`src/logic/fbp_pkg.sv`:
```
`default_nettype none
package fbp_pkg;

  // datapath widths
  localparam int COORD_W = 12;
  localparam int ADDR_W  = 32;
  localparam int PIX_W   = 32;
  localparam int BYTE_W  = 8;
  localparam int BPP_W   = 6;
  localparam int CNT_W   = 2;

  // accepted bits-per-pixel values
  localparam logic [BPP_W-1:0] BPP_1  = 6'h01;
  localparam logic [BPP_W-1:0] BPP_2  = 6'h02;
  localparam logic [BPP_W-1:0] BPP_4  = 6'h04;
  localparam logic [BPP_W-1:0] BPP_8  = 6'h08;
  localparam logic [BPP_W-1:0] BPP_16 = 6'h10;
  localparam logic [BPP_W-1:0] BPP_24 = 6'h18;
  localparam logic [BPP_W-1:0] BPP_32 = 6'h20;

  // packing of pixels inside one byte (depths below eight)
  localparam logic PACK_ROW = 1'b0;
  localparam logic PACK_COL = 1'b1;

  // ordering of bytes across the buffer (depths below eight)
  localparam logic SCAN_ROW = 1'b0;
  localparam logic SCAN_COL = 1'b1;

  // log2 of pixels per byte at depth one
  localparam logic [1:0] PPB_SH_MAX = 2'h3;

  // reset values
  localparam logic [ADDR_W-1:0] ADDR_RST  = 32'h0000_0000;
  localparam logic [PIX_W-1:0]  COLOR_RST = 32'h0000_0000;
  localparam logic [BYTE_W-1:0] BYTE_RST  = 8'h00;

  typedef enum logic [1:0] {
    ST_IDLE,
    ST_RD,
    ST_WR,
    ST_RSP
  } fbp_state_t;

endpackage : fbp_pkg
`default_nettype wire
```
`src/logic/fbp_frame_buffer_pixel_packer.sv`:
```
// Summary of operation
// - row packing below 8 bpp: row neighbours share a byte, rows padded to bytes
// - column packing below 8 bpp: column neighbours share a byte, columns padded
// - pixel 0 at byte LSBs; 2, 4 or 8 pixels per byte at depth 4, 2, 1
// - depth 8 and up: row-major from top row, 16 bpp x steps by 2
// - 32 bpp: four bytes, least significant first, next pixel follows directly
// - 24 bpp: three bytes per pixel, least significant first, no padding
// - 16 bpp: low byte at even address; 8 bpp: one pixel per byte
// - below 8 bpp: byte ordering selectable, row by row or column by column
// - row order, row packing: successive bytes hold successive row groups
// - row order, column packing: byte n holds vertical group of column n
// - column order, row packing: byte n holds horizontal group of row n
// - column order, column packing: successive bytes walk down column 0
// - depths 1, 2, 4, 8, 16, 24 and 32 accepted
`timescale 1ns/1ps
`default_nettype none
module fbp_frame_buffer_pixel_packer (
  input  wire logic                        ref_clk_in,
  input  wire logic                        sys_rst_in,
  input  wire logic [fbp_pkg::BPP_W-1:0]   cfg_bpp_in,
  input  wire logic                        pixel_packing_order_in,
  input  wire logic                        buffer_scan_order_in,
  input  wire logic [fbp_pkg::ADDR_W-1:0]  cfg_base_in,
  input  wire logic [fbp_pkg::COORD_W-1:0] cfg_width_in,
  input  wire logic [fbp_pkg::COORD_W-1:0] cfg_height_in,
  input  wire logic                        req_valid_in,
  input  wire logic                        req_write_in,
  input  wire logic [fbp_pkg::COORD_W-1:0] req_x_in,
  input  wire logic [fbp_pkg::COORD_W-1:0] req_y_in,
  input  wire logic [fbp_pkg::PIX_W-1:0]   req_color_in,
  output logic                             req_ready_out,
  output logic                             rsp_valid_out,
  output logic                             rsp_error_out,
  output logic [fbp_pkg::PIX_W-1:0]        rsp_color_out,
  output logic [fbp_pkg::ADDR_W-1:0]       line_stride_out,
  output logic                             mem_req_out,
  output logic                             mem_we_out,
  output logic [fbp_pkg::ADDR_W-1:0]       mem_addr_out,
  output logic [fbp_pkg::BYTE_W-1:0]       mem_wdata_out,
  input  wire logic                        mem_ack_in,
  input  wire logic [fbp_pkg::BYTE_W-1:0]  mem_rdata_in
);

  // depth decode helpers, shared by address and data paths
  function automatic logic bpp_ok(input logic [fbp_pkg::BPP_W-1:0] b);
    bpp_ok = (b == fbp_pkg::BPP_1) || (b == fbp_pkg::BPP_2) ||
             (b == fbp_pkg::BPP_4) || (b == fbp_pkg::BPP_8) ||
             (b == fbp_pkg::BPP_16) || (b == fbp_pkg::BPP_24) ||
             (b == fbp_pkg::BPP_32);
  endfunction : bpp_ok

  // depths that share one byte among several pixels
  function automatic logic bpp_small(input logic [fbp_pkg::BPP_W-1:0] b);
    bpp_small = (b == fbp_pkg::BPP_1) || (b == fbp_pkg::BPP_2) ||
                (b == fbp_pkg::BPP_4);
  endfunction : bpp_small

  // log2 of depth for 1, 2, 4
  function automatic logic [1:0] bpp_lg(input logic [fbp_pkg::BPP_W-1:0] b);
    case (b)
      fbp_pkg::BPP_2: bpp_lg = 2'h1;
      fbp_pkg::BPP_4: bpp_lg = 2'h2;
      default:        bpp_lg = 2'h0;
    endcase
  endfunction : bpp_lg

  // bytes per pixel minus one for wide depths
  function automatic logic [1:0] bpp_last(input logic [fbp_pkg::BPP_W-1:0] b);
    case (b)
      fbp_pkg::BPP_16: bpp_last = 2'h1;
      fbp_pkg::BPP_24: bpp_last = 2'h2;
      fbp_pkg::BPP_32: bpp_last = 2'h3;
      default:         bpp_last = 2'h0;
    endcase
  endfunction : bpp_last

  // sequencer state
  fbp_pkg::fbp_state_t state_r;
  fbp_pkg::fbp_state_t state_nxt;

  // per-request context and datapath registers
  logic                         small_r;
  logic                         write_r;
  logic                         err_r;
  logic [1:0]                   last_r;
  logic [fbp_pkg::CNT_W-1:0]    cnt_r;
  logic [2:0]                   bitpos_r;
  logic [fbp_pkg::BYTE_W-1:0]   mask_r;
  logic [fbp_pkg::ADDR_W-1:0]   addr_r;
  logic [fbp_pkg::PIX_W-1:0]    color_r;
  logic [fbp_pkg::BYTE_W-1:0]   wbyte_r;
  logic [fbp_pkg::PIX_W-1:0]    rsp_color_r;
  logic [fbp_pkg::ADDR_W-1:0]   stride_r;

  // combinational decode of the current request
  logic                         req_take;
  logic                         req_bad;
  logic                         c_small;
  logic [1:0]                   c_lg;
  logic [1:0]                   c_sh;
  logic [2:0]                   c_bytes;
  logic [fbp_pkg::COORD_W-1:0]  c_pk;
  logic [fbp_pkg::COORD_W-1:0]  c_other;
  logic [fbp_pkg::COORD_W-1:0]  c_extent;
  logic [fbp_pkg::COORD_W-1:0]  c_oextent;
  logic [fbp_pkg::COORD_W-1:0]  c_group;
  logic [2:0]                   c_idx;
  logic [fbp_pkg::ADDR_W-1:0]   c_stride;
  logic [fbp_pkg::ADDR_W-1:0]   c_offset;
  logic [fbp_pkg::BYTE_W-1:0]   c_mask;
  logic [fbp_pkg::BYTE_W-1:0]   rd_field;
  logic [fbp_pkg::BYTE_W-1:0]   merged;
  logic                         beat_last;

  // a request is only taken in idle; a refused one skips memory
  assign req_take = (state_r == fbp_pkg::ST_IDLE) && req_valid_in;
  assign req_bad  = !bpp_ok(cfg_bpp_in) ||
                    (req_x_in >= cfg_width_in) || (req_y_in >= cfg_height_in);

  // coordinate to byte address and bit position; config sampled per request
  always_comb begin
    // depth class and shift amounts
    c_small   = bpp_small(cfg_bpp_in);
    c_lg      = bpp_lg(cfg_bpp_in);
    c_sh      = fbp_pkg::PPB_SH_MAX - {1'b0, c_lg[1]} - {1'b0, c_lg[0]} -
                {1'b0, c_lg[1]};
    // bytes per pixel for the wide path
    c_bytes   = {1'b0, bpp_last(cfg_bpp_in)} + 3'h1;
    // packed axis runs inside the byte, the other axis across bytes
    c_pk      = (pixel_packing_order_in == fbp_pkg::PACK_ROW) ? req_x_in : req_y_in;
    c_other   = (pixel_packing_order_in == fbp_pkg::PACK_ROW) ? req_y_in : req_x_in;
    c_extent  = (pixel_packing_order_in == fbp_pkg::PACK_ROW) ? cfg_width_in : cfg_height_in;
    c_oextent = (pixel_packing_order_in == fbp_pkg::PACK_ROW) ? cfg_height_in : cfg_width_in;
    // byte group along the packed axis and pixel slot inside it
    c_group   = c_pk >> c_sh;
    c_idx     = 3'(c_pk) & ((3'h1 << c_sh) - 3'h1);
    // field mask holds depth ones from bit zero
    c_mask    = (8'h01 << (8'h01 << c_lg)) - 8'h01;

    // address; wide depths ignore the packing and scan settings
    if (!c_small) begin
      // row-major, byte address steps by bytes per pixel
      // trade-off: one wide product per request, kept combinational for latency
      c_stride = 32'(cfg_width_in) * 32'(c_bytes);
      c_offset = 32'(req_y_in) * c_stride + 32'(req_x_in) * 32'(c_bytes);
    end else if (pixel_packing_order_in == buffer_scan_order_in) begin
      // scan follows packed axis: padded line, groups advance along it
      c_stride = 32'((c_extent + ((12'h1 << c_sh) - 12'h1)) >> c_sh);
      c_offset = 32'(c_other) * c_stride + 32'(c_group);
    end else begin
      // scan across packed axis: successive bytes step the other coordinate
      c_stride = 32'(c_oextent);
      c_offset = 32'(c_group) * c_stride + 32'(c_other);
    end
  end

  // read field extraction and merge for sub-byte pixels
  // limitation: read data is trusted only in the ack cycle
  assign rd_field  = (mem_rdata_in >> bitpos_r) & mask_r;
  assign merged    = (mem_rdata_in & ~(mask_r << bitpos_r)) |
                     ((color_r[7:0] & mask_r) << bitpos_r);
  // narrow pixels take one beat per state (read, then write for a write), wide ones one beat per byte
  assign beat_last = small_r || (cnt_r == last_r);

  // request sequencing
  always_comb begin
    // hold state unless a transition below fires
    state_nxt = state_r;
    case (state_r)
      // narrow writes read first so neighbouring pixels survive
      fbp_pkg::ST_IDLE: begin
        if (req_valid_in) begin
          // refused: answer at once, memory left alone
          if (req_bad) begin
            state_nxt = fbp_pkg::ST_RSP;
          end else if (c_small || !req_write_in) begin
            state_nxt = fbp_pkg::ST_RD;
          end else begin
            state_nxt = fbp_pkg::ST_WR;
          end
        end
      end
      // a narrow write turns its read beat into a write beat
      fbp_pkg::ST_RD: begin
        if (mem_ack_in) begin
          if (small_r && write_r) begin
            state_nxt = fbp_pkg::ST_WR;
          end else if (beat_last) begin
            state_nxt = fbp_pkg::ST_RSP;
          end
        end
      end
      // wide writes walk every byte of the pixel
      fbp_pkg::ST_WR: begin
        if (mem_ack_in && beat_last) begin
          state_nxt = fbp_pkg::ST_RSP;
        end
      end
      // response lasts one cycle, ready returns after it
      fbp_pkg::ST_RSP: state_nxt = fbp_pkg::ST_IDLE;
      default:         state_nxt = fbp_pkg::ST_IDLE;
    endcase
  end

  // state register; reset parks the sequencer in idle
  always_ff @(posedge ref_clk_in) begin
    if (sys_rst_in) begin
      state_r <= fbp_pkg::ST_IDLE;
    end else begin
      state_r <= state_nxt;
    end
  end

  // per-request context, captured once so config changes mid-access are harmless
  always_ff @(posedge ref_clk_in) begin
    if (sys_rst_in) begin
      small_r  <= 1'b0;
      write_r  <= 1'b0;
      err_r    <= 1'b0;
      last_r   <= 2'h0;
      bitpos_r <= 3'h0;
      mask_r   <= fbp_pkg::BYTE_RST;
      color_r  <= fbp_pkg::COLOR_RST;
      stride_r <= fbp_pkg::ADDR_RST;
    end else if (req_take) begin
      // depth class, colour and stride frozen for the whole access
      small_r  <= c_small;
      write_r  <= req_write_in;
      err_r    <= req_bad;
      last_r   <= bpp_last(cfg_bpp_in);
      bitpos_r <= c_idx << c_lg;
      mask_r   <= c_mask;
      color_r  <= req_color_in;
      stride_r <= c_stride;
    end
  end

  // byte address and beat count, one byte per acknowledged beat
  always_ff @(posedge ref_clk_in) begin
    if (sys_rst_in) begin
      addr_r <= fbp_pkg::ADDR_RST;
      cnt_r  <= 2'h0;
    end else if (req_take) begin
      addr_r <= cfg_base_in + c_offset;
      cnt_r  <= 2'h0;
    end else if (mem_ack_in && !beat_last &&
                 (state_r == fbp_pkg::ST_RD || state_r == fbp_pkg::ST_WR)) begin
      // next byte of a wide pixel sits at the next address
      addr_r <= addr_r + 32'h1;
      cnt_r  <= cnt_r + 2'h1;
    end
  end

  // write byte: lsb first for wide pixels, merged byte for narrow ones
  always_ff @(posedge ref_clk_in) begin
    if (sys_rst_in) begin
      wbyte_r <= fbp_pkg::BYTE_RST;
    end else if (req_take) begin
      wbyte_r <= req_color_in[7:0];
    end else if (state_r == fbp_pkg::ST_RD && mem_ack_in && small_r) begin
      // narrow write: byte just read with the new field merged in
      wbyte_r <= merged;
    end else if (state_r == fbp_pkg::ST_WR && mem_ack_in && !beat_last) begin
      // wide write: next more significant byte of the pixel
      wbyte_r <= color_r[{cnt_r + 2'h1, 3'h0} +: 8];
    end
  end

  // read assembly, low byte first
  always_ff @(posedge ref_clk_in) begin
    if (sys_rst_in) begin
      rsp_color_r <= fbp_pkg::COLOR_RST;
    end else if (req_take) begin
      // cleared at take so write responses carry zero
      rsp_color_r <= fbp_pkg::COLOR_RST;
    end else if (state_r == fbp_pkg::ST_RD && mem_ack_in && !write_r) begin
      // narrow read returns the field zero-extended
      if (small_r) begin
        rsp_color_r <= {24'h000000, rd_field};
      end else begin
        rsp_color_r[{cnt_r, 3'h0} +: 8] <= mem_rdata_in;
      end
    end
  end

  // handshake outputs are decoded from state, data from flops
  assign req_ready_out   = (state_r == fbp_pkg::ST_IDLE);
  assign rsp_valid_out   = (state_r == fbp_pkg::ST_RSP);
  assign rsp_error_out   = (state_r == fbp_pkg::ST_RSP) && err_r;

  // data outputs straight from flops
  assign rsp_color_out   = rsp_color_r;
  assign line_stride_out = stride_r;

  // memory side: request held until acknowledged
  assign mem_req_out     = (state_r == fbp_pkg::ST_RD) || (state_r == fbp_pkg::ST_WR);
  assign mem_we_out      = (state_r == fbp_pkg::ST_WR);
  assign mem_addr_out    = addr_r;
  assign mem_wdata_out   = wbyte_r;

endmodule : fbp_frame_buffer_pixel_packer
`default_nettype wire

```
`config.mk`:
```
export PLATFORM = sky130hd
export DESIGN_NAME = fbp_frame_buffer_pixel_packer
export DESIGN_NICKNAME = d
export VERILOG_FILES = /design/src/logic/fbp_pkg.sv /design/src/logic/fbp_frame_buffer_pixel_packer.sv
export SDC_FILE = /design/constraint.sdc
export NUM_CORES = 2
export LEC_CHECK = 0
export CAP_MARGIN = 10
export CORE_MARGIN = 3
export CORE_UTILIZATION = 58
export CTS_CLUSTER_SIZE = 10
export DETAILED_ROUTE_END_ITERATION = 16
export DONT_BUFFER_PORTS = 1
export PLACE_DENSITY = 0.74
export SYNTH_ARGS = -nofsm -noshare
export SYNTH_HDL_FRONTEND = slang
export SYNTH_SLANG_ARGS = --single-unit
```
`constraint.sdc`:
```
create_clock -name ref_clk_in -period 34.2 [get_ports ref_clk_in]
set_input_delay 1.71 -clock ref_clk_in [delete_from_list [all_inputs] [get_ports ref_clk_in]]
set_output_delay 1.71 -clock ref_clk_in [all_outputs]
set_load 0.1 [all_outputs]
```
Yosys cells after proc, flatten, opt, wreduce, memory -nomap -nowiden:

Index checks and enable logic that the tools add are counted.

* flip-flop bits (word level): 156
* output and inout port bits: 109
* logic and storage cells: 126

* add/subtract/negate cells: 15
* $mul: 5
* $lt $le $gt $ge: 2
* equal/unequal tests: 16
* shifts and indexed selects: 13
* muxes and demuxes: 25
* bitwise operators: 6
* reductions and logical operators: 31

Operator list (number)
* 32-bit 2-to-1 mux: 7
* 12-bit 2-to-1 mux: 4
* 12-bit by 32-bit adder with 32-bit output: 1
* 32-bit by 1-bit adder with 32-bit output, second input constant: 1
* 32-bit by 12-bit adder with 32-bit output: 1
* 32-bit adder: 1
* 32-bit bitwise mux: 1
* 12-bit by 32-bit multiplier with 32-bit output: 1
* 8-bit by 7-bit variable shift with 32-bit output, first input constant: 1
* 32-bit by 6-bit variable part select with 8-bit output: 1
* 8-bit by 7-bit variable part select with 32-bit output: 1
* 1-bit by 2-bit << shifter with 32-bit output, first input constant: 1
* 32-bit by 2-bit >> shifter with 32-bit output: 1
* 32-bit by 1-bit subtractor with 32-bit output, second input constant: 1
* 12-bit by 3-bit multiplier with 15-bit output: 2
* 27-bit by 15-bit adder with 28-bit output: 1
* 12-bit by 15-bit multiplier with 27-bit output: 1
* 24-bit by 12-bit adder with 25-bit output: 1
* 8-bit AND: 3
* 12-bit greater-or-equal comparator: 2
* 12-bit by 12-bit multiplier with 24-bit output: 1
* 8-bit 2-to-1 mux: 3
* 8-bit by 3-bit << shifter with 8-bit output: 2
* 2-bit 2-to-1 mux: 7
* other kinds (40): 67

Longest topological paths before layout:

* word-level depth: 15
* mapped depth: 57
* depth with buffers taken out: 54

Worst setup path before layout:

Ideal clock, no wire load.

* path kind: input-to-reg
* from: in cfg_bpp_in[1] in the netlist's numbering
* to: reg addr_r, in the netlist mem_addr_out[30]
* setup time: 0.130 ns
* data arrival time: 13.618 ns
* data required time: 34.070 ns
* setup slack: 20.452 ns
* stages on the path: 54
* path through: clkbuf_1 > or3_1 > or3_1 > clkbuf_1 > inv_1 > ha_1 > clkbuf_1 > and2_1 > fa_1 > ha_1 > inv_1 > fa_1 > nor2b_1 > o21ai_0 > a21boi_0 > o21ai_0 > a21boi_0 > o21ai_0 > (+18 left out) > a2111oi_0 > a21oi_1 > o41ai_1 > o22ai_1 > o21ai_0 > nand2b_1 > xnor2_1 > mux2i_1 > ha_1 > and3_1 > a221o_1 > a21o_1 > a31o_2 > a211oi_1 > o21bai_1 > a21oi_1 > xor2_1 > o22ai_1

* word-level cells in the longest chain between the ends: 15
* elaborated cells between the ends (all ways): 31

RTL lines
* from (decl): RTL line fbp_frame_buffer_pixel_packer.sv:20 `input wire logic [fbp_pkg::BPP_W-1:0] cfg_bpp_in,`
* 6-bit by 3-bit == test with 1-bit output or 6-bit by 2-bit == test with 1-bit output (tied branches): RTL line fbp_frame_buffer_pixel_packer.sv:55, fbp_frame_buffer_pixel_packer.sv:60, fbp_frame_buffer_pixel_packer.sv:54
* 2-bit one-hot mux with 2 select lines: RTL line fbp_frame_buffer_pixel_packer.sv:60 `case (b)`
* 2-bit by 1-bit subtractor with 2-bit output (3 in a row): RTL line fbp_frame_buffer_pixel_packer.sv:125 `c_sh = fbp_pkg::PPB_SH_MAX - {1'b0, c_lg[1]} - {1'b0, c_lg[0]} -`
* 1-bit by 2-bit << shifter with 32-bit output: RTL line fbp_frame_buffer_pixel_packer.sv:148 `c_stride = 32'((c_extent + ((12'h1 << c_sh) - 12'h1)) >> c_sh);`
* 32-bit by 1-bit subtractor with 32-bit output: RTL line fbp_frame_buffer_pixel_packer.sv:148
* 12-bit by 32-bit adder with 32-bit output: RTL line fbp_frame_buffer_pixel_packer.sv:148
* 32-bit by 2-bit >> shifter with 32-bit output: RTL line fbp_frame_buffer_pixel_packer.sv:148
* 12-bit by 32-bit multiplier with 32-bit output: RTL line fbp_frame_buffer_pixel_packer.sv:149 `c_offset = 32'(c_other) * c_stride + 32'(c_group);`
* 32-bit by 12-bit adder with 32-bit output: RTL line fbp_frame_buffer_pixel_packer.sv:149
* 32-bit 2-to-1 mux: RTL line fbp_frame_buffer_pixel_packer.sv:146 `end else if (pixel_packing_order_in == buffer_scan_order_in) begin`
* 32-bit 2-to-1 mux *: RTL line fbp_frame_buffer_pixel_packer.sv:141 `if (!c_small) begin`
* 32-bit adder *: RTL line fbp_frame_buffer_pixel_packer.sv:244 `addr_r <= cfg_base_in + c_offset;`
* 32-bit 2-to-1 mux *: RTL line fbp_frame_buffer_pixel_packer.sv:243 `end else if (req_take) begin`
* to (signal assigned): RTL line fbp_frame_buffer_pixel_packer.sv:241 `addr_r <= fbp_pkg::ADDR_RST;`
* to (signal assigned): RTL line fbp_frame_buffer_pixel_packer.sv:244
* to (signal assigned): RTL line fbp_frame_buffer_pixel_packer.sv:249 `addr_r <= addr_r + 32'h1;`
* to (decl): RTL line fbp_frame_buffer_pixel_packer.sv:89 `logic [fbp_pkg::ADDR_W-1:0] addr_r;`

Every way passes the cells marked *; elsewhere a longest branch is shown, timed or not.
A chain may end at the register's enable or synchronous reset.

Worst setup path in the final report:

* from: in cfg_bpp_in[0] in the netlist's numbering
* to: reg addr_r, in the netlist mem_addr_out[30]

The elaborated chain is that of the path after synthesis.

==> metrics.cfg <==
[clock_tree]
root_buffer = clkbuf_16
cts_hold_buffers = 0
cts_num_sinks = 152
cts_buffer_depth = 2
cts_setup_buffers = 0
insertion_delay_ns = 0.44
numCtsBuffers = 17
cts_resized = 0
cts_tree = built
htreeDepth = 4
cts.clk_slew.worst_paths_ns = 0.08

[hold_path]
min_path_type = register to register

[route]
final_antenna_net_count = 0
totalWireLength_mm = 105.9
wire_per_inst_um = 21.82
drtIter0Drc = 2888
viasPerCell = 6.004
drt-pass1-iter-count = 6
drc_errors = 0
vias = 29130

[worst_setup_path]
required_ns = 34.50
reg2reg_setup_slack_ns = 29.91
crit_fanout = 31
cp_common_cell = fa_1
cp-startpoint = cfg_bpp_in[0]
max_stage_delay_ns = 0.81
r2r_cells = 10
r2r-start = state_r[0]
r2r-end = mem_addr_out[31]
cp.arrival_ns = 15.32
endpoint = mem_addr_out[30]
cpMaxStageDelayCell = xor2_1
cp-end-kind = register
crit_path_start_kind = primary input
path_class = primary input to register

[global_route]
grt_max_degree = 107
gr-total-overflow = 0
track_usage_pct = 34.29
grt_pass1_wl_mm = 166.9
antenna_found_initial = 5
grt_pass1_vias = 29630

[yosys]
synthDistinctLibCells = 79
async_reset_ff_share_pct = 0
yosysWarnings = 0
synth-seq-area-share_pct = 8.922
yosysTopAreaCell = fa_1
netlist_area_mm2 = 0.03411
syn-instance-count = 4193
syn_area_per_cell_um2 = 8.134
synth_edf_count = 0
ys.flop_type = dfxtp_1
synth-seq-cells = 152
synth_top_area_share_pct = 31.70
synth_area_leaders = fa_1 (32%), ha_1 (12%), dfxtp_1 (8.9%)

[sta]
setup_tns_ns = 0
worst_pin_slew_ns = 1.174
hold_viol = 0
min_period_over_period_pct = 43.90
timing.fmax_mhz = 66.60
hold_ws_ns = 0.4561
rsz0062_at_grt = no
relSlewSlack_pct = 21.19
fin_crit_ns = 15.02
finClkSkew_ns = 0.01568
slew_viol_final = 0
finalSetupViolCount = 0

[outcome]
status = finished clean

[die]
die-area_mm2 = 0.06175
rows = 88
fp.dieW_um = 248.5
die-height_um = 248.5
core_mm2 = 0.05792
ios = 242
initial_core_util_pct = 58.89

[layout]
syn2layout_area_growth_pct = 3.679
layout-drive-gt1-share_pct = 3.431
fillers = 5186
nNetsFinal = 5076
layout_common_cells = inv_1 (745), nand2_1 (663), fa_1 (540)
mostFrequentLayoutCell = inv_1

[run]
maxCapViolCount = 0

[place]
gp_congestion = 1.036
dp_hpwl_mm = 84.24
port_buffers = 0

==> metrics by stage <==
stage          setup slack [ns]  cell area (um^2)  std cells  utilization [%]
6_report                  19.18             35360       4852            61.06
5_1_grt                   18.19             35350       4849            61.04
4_1_cts                   19.31             35340       4845            61.02
3_5_place_dp              18.95             34700       4813            59.91
3_3_place_gp              19.33             34700       4813            59.91
2_1_floorplan             20.45             34160       4206                -
==> metal layers <==
layer	vias to the layer above	GRT usage, %	routed length, um
li1	13010	-	-
met1	14280	43.53	39780
met2	1502	55.58	48740
met3	339	7.259	11130
met4	0	17.36	6223
met5	-	0	0
==> cells by family (layout without fill, tap and decap cells) <==
group	Yosys count	count (layout)	share of synthesized area, %
xor+xnor	147	147	3.797
simple gates	1347	1347	17.46
other cells	2	21	0.02202
fa+ha+maj	875	875	43.99
buf+inv	952	827	10.55
flops	152	152	8.922
compound gates	640	640	12.12
mux	78	78	3.140
==> flip-flops by register name, summed over array words and instances, names as in the netlist <==
signal	cells
bitpos_r	3
cnt_r	2
color_r	32
err_r	1
last_r	2
line_stride_out	32
mask_r	4
mem_addr_out	32
mem_wdata_out	8
rsp_color_out	32
small_r	1
state_r	2
write_r	1
==> area by class of cell <==
type | instances | area [um^2] | area share [%]
Tap cell | 765 | 957.2 | 2.707
Clock inverter | 15 | 216.5 | 0.6121
Inverter | 756 | 2838 | 8.025
Clock buffer | 17 | 425.4 | 1.203
Antenna cell | 6 | 15.01 | 0.04246
Timing Repair Buffer | 39 | 292.8 | 0.8280
Sequential cell | 152 | 3043 | 8.605
Multi-Input combinational cell | 3102 | 27570 | 77.98
==> cells in the mapped netlist (5+ instances only) <==
master and n:
inv_1 745, nand2_1 664, fa_1 540, ha_1 335, nor2_1 305, a21oi_1 172, clkbuf_1 169, dfxtp_1 152
and2_1 133, o21ai_0 111, xnor2_1 92, a211oi_1 66, a21o_1 63, xor2_1 54, nor3_1 47, o21a_1 43
nand2b_1 42, mux2i_1 41, nand3_1 36, a22oi_1 34, nor2b_1 32, and3_1 31, o211ai_1 23, a31oi_1 20
mux4_2 20, buf_1 19, mux2_2 14, nand4_1 13, o22ai_1 13, o21bai_1 12, or3_1 11, o21ai_1 10
inv_2 8, nand3b_1 8, a311oi_1 7, a21boi_0 6, o31ai_1 6, a221oi_1 5, a32oi_1 5, buf_2 5
o41ai_1 5
==> critical path: cells and delay by family <==
| family | cells | cell delay, ns |
|---|---|---|
| adder cells (fa/ha/maj) | 12 | 5.14 |
| AO/OA/AOI/OAI | 20 | 4.53 |
| AND/OR/NAND/NOR | 8 | 1.91 |
| XOR/XNOR | 3 | 1.13 |
| buffers and inverters | 7 | 0.77 |
| multiplexers | 1 | 0.10 |
==> how the worst min path moves through the flow <==
| stage | end | slack [ns] | cells past startpoint | from |
|---|---|---|---|---|
| 3_3_place_gp | color_r[27] | 0.43 | 2 | color_r[27] |
| 2_1_floorplan | color_r[24] | 0.43 | 2 | color_r[24] |
| 3_5_place_dp | color_r[12] | 0.44 | 2 | color_r[12] |
| 5_1_grt | color_r[20] | 0.47 | 2 | color_r[20] |
| 6_report | color_r[9] | 0.46 | 2 | color_r[9] |
| 4_1_cts | color_r[12] | 0.45 | 2 | color_r[12] |
Power is left out: the tool's default activity adds up to more than one toggle a clock period on the data nets, which glitch-free logic cannot reach.
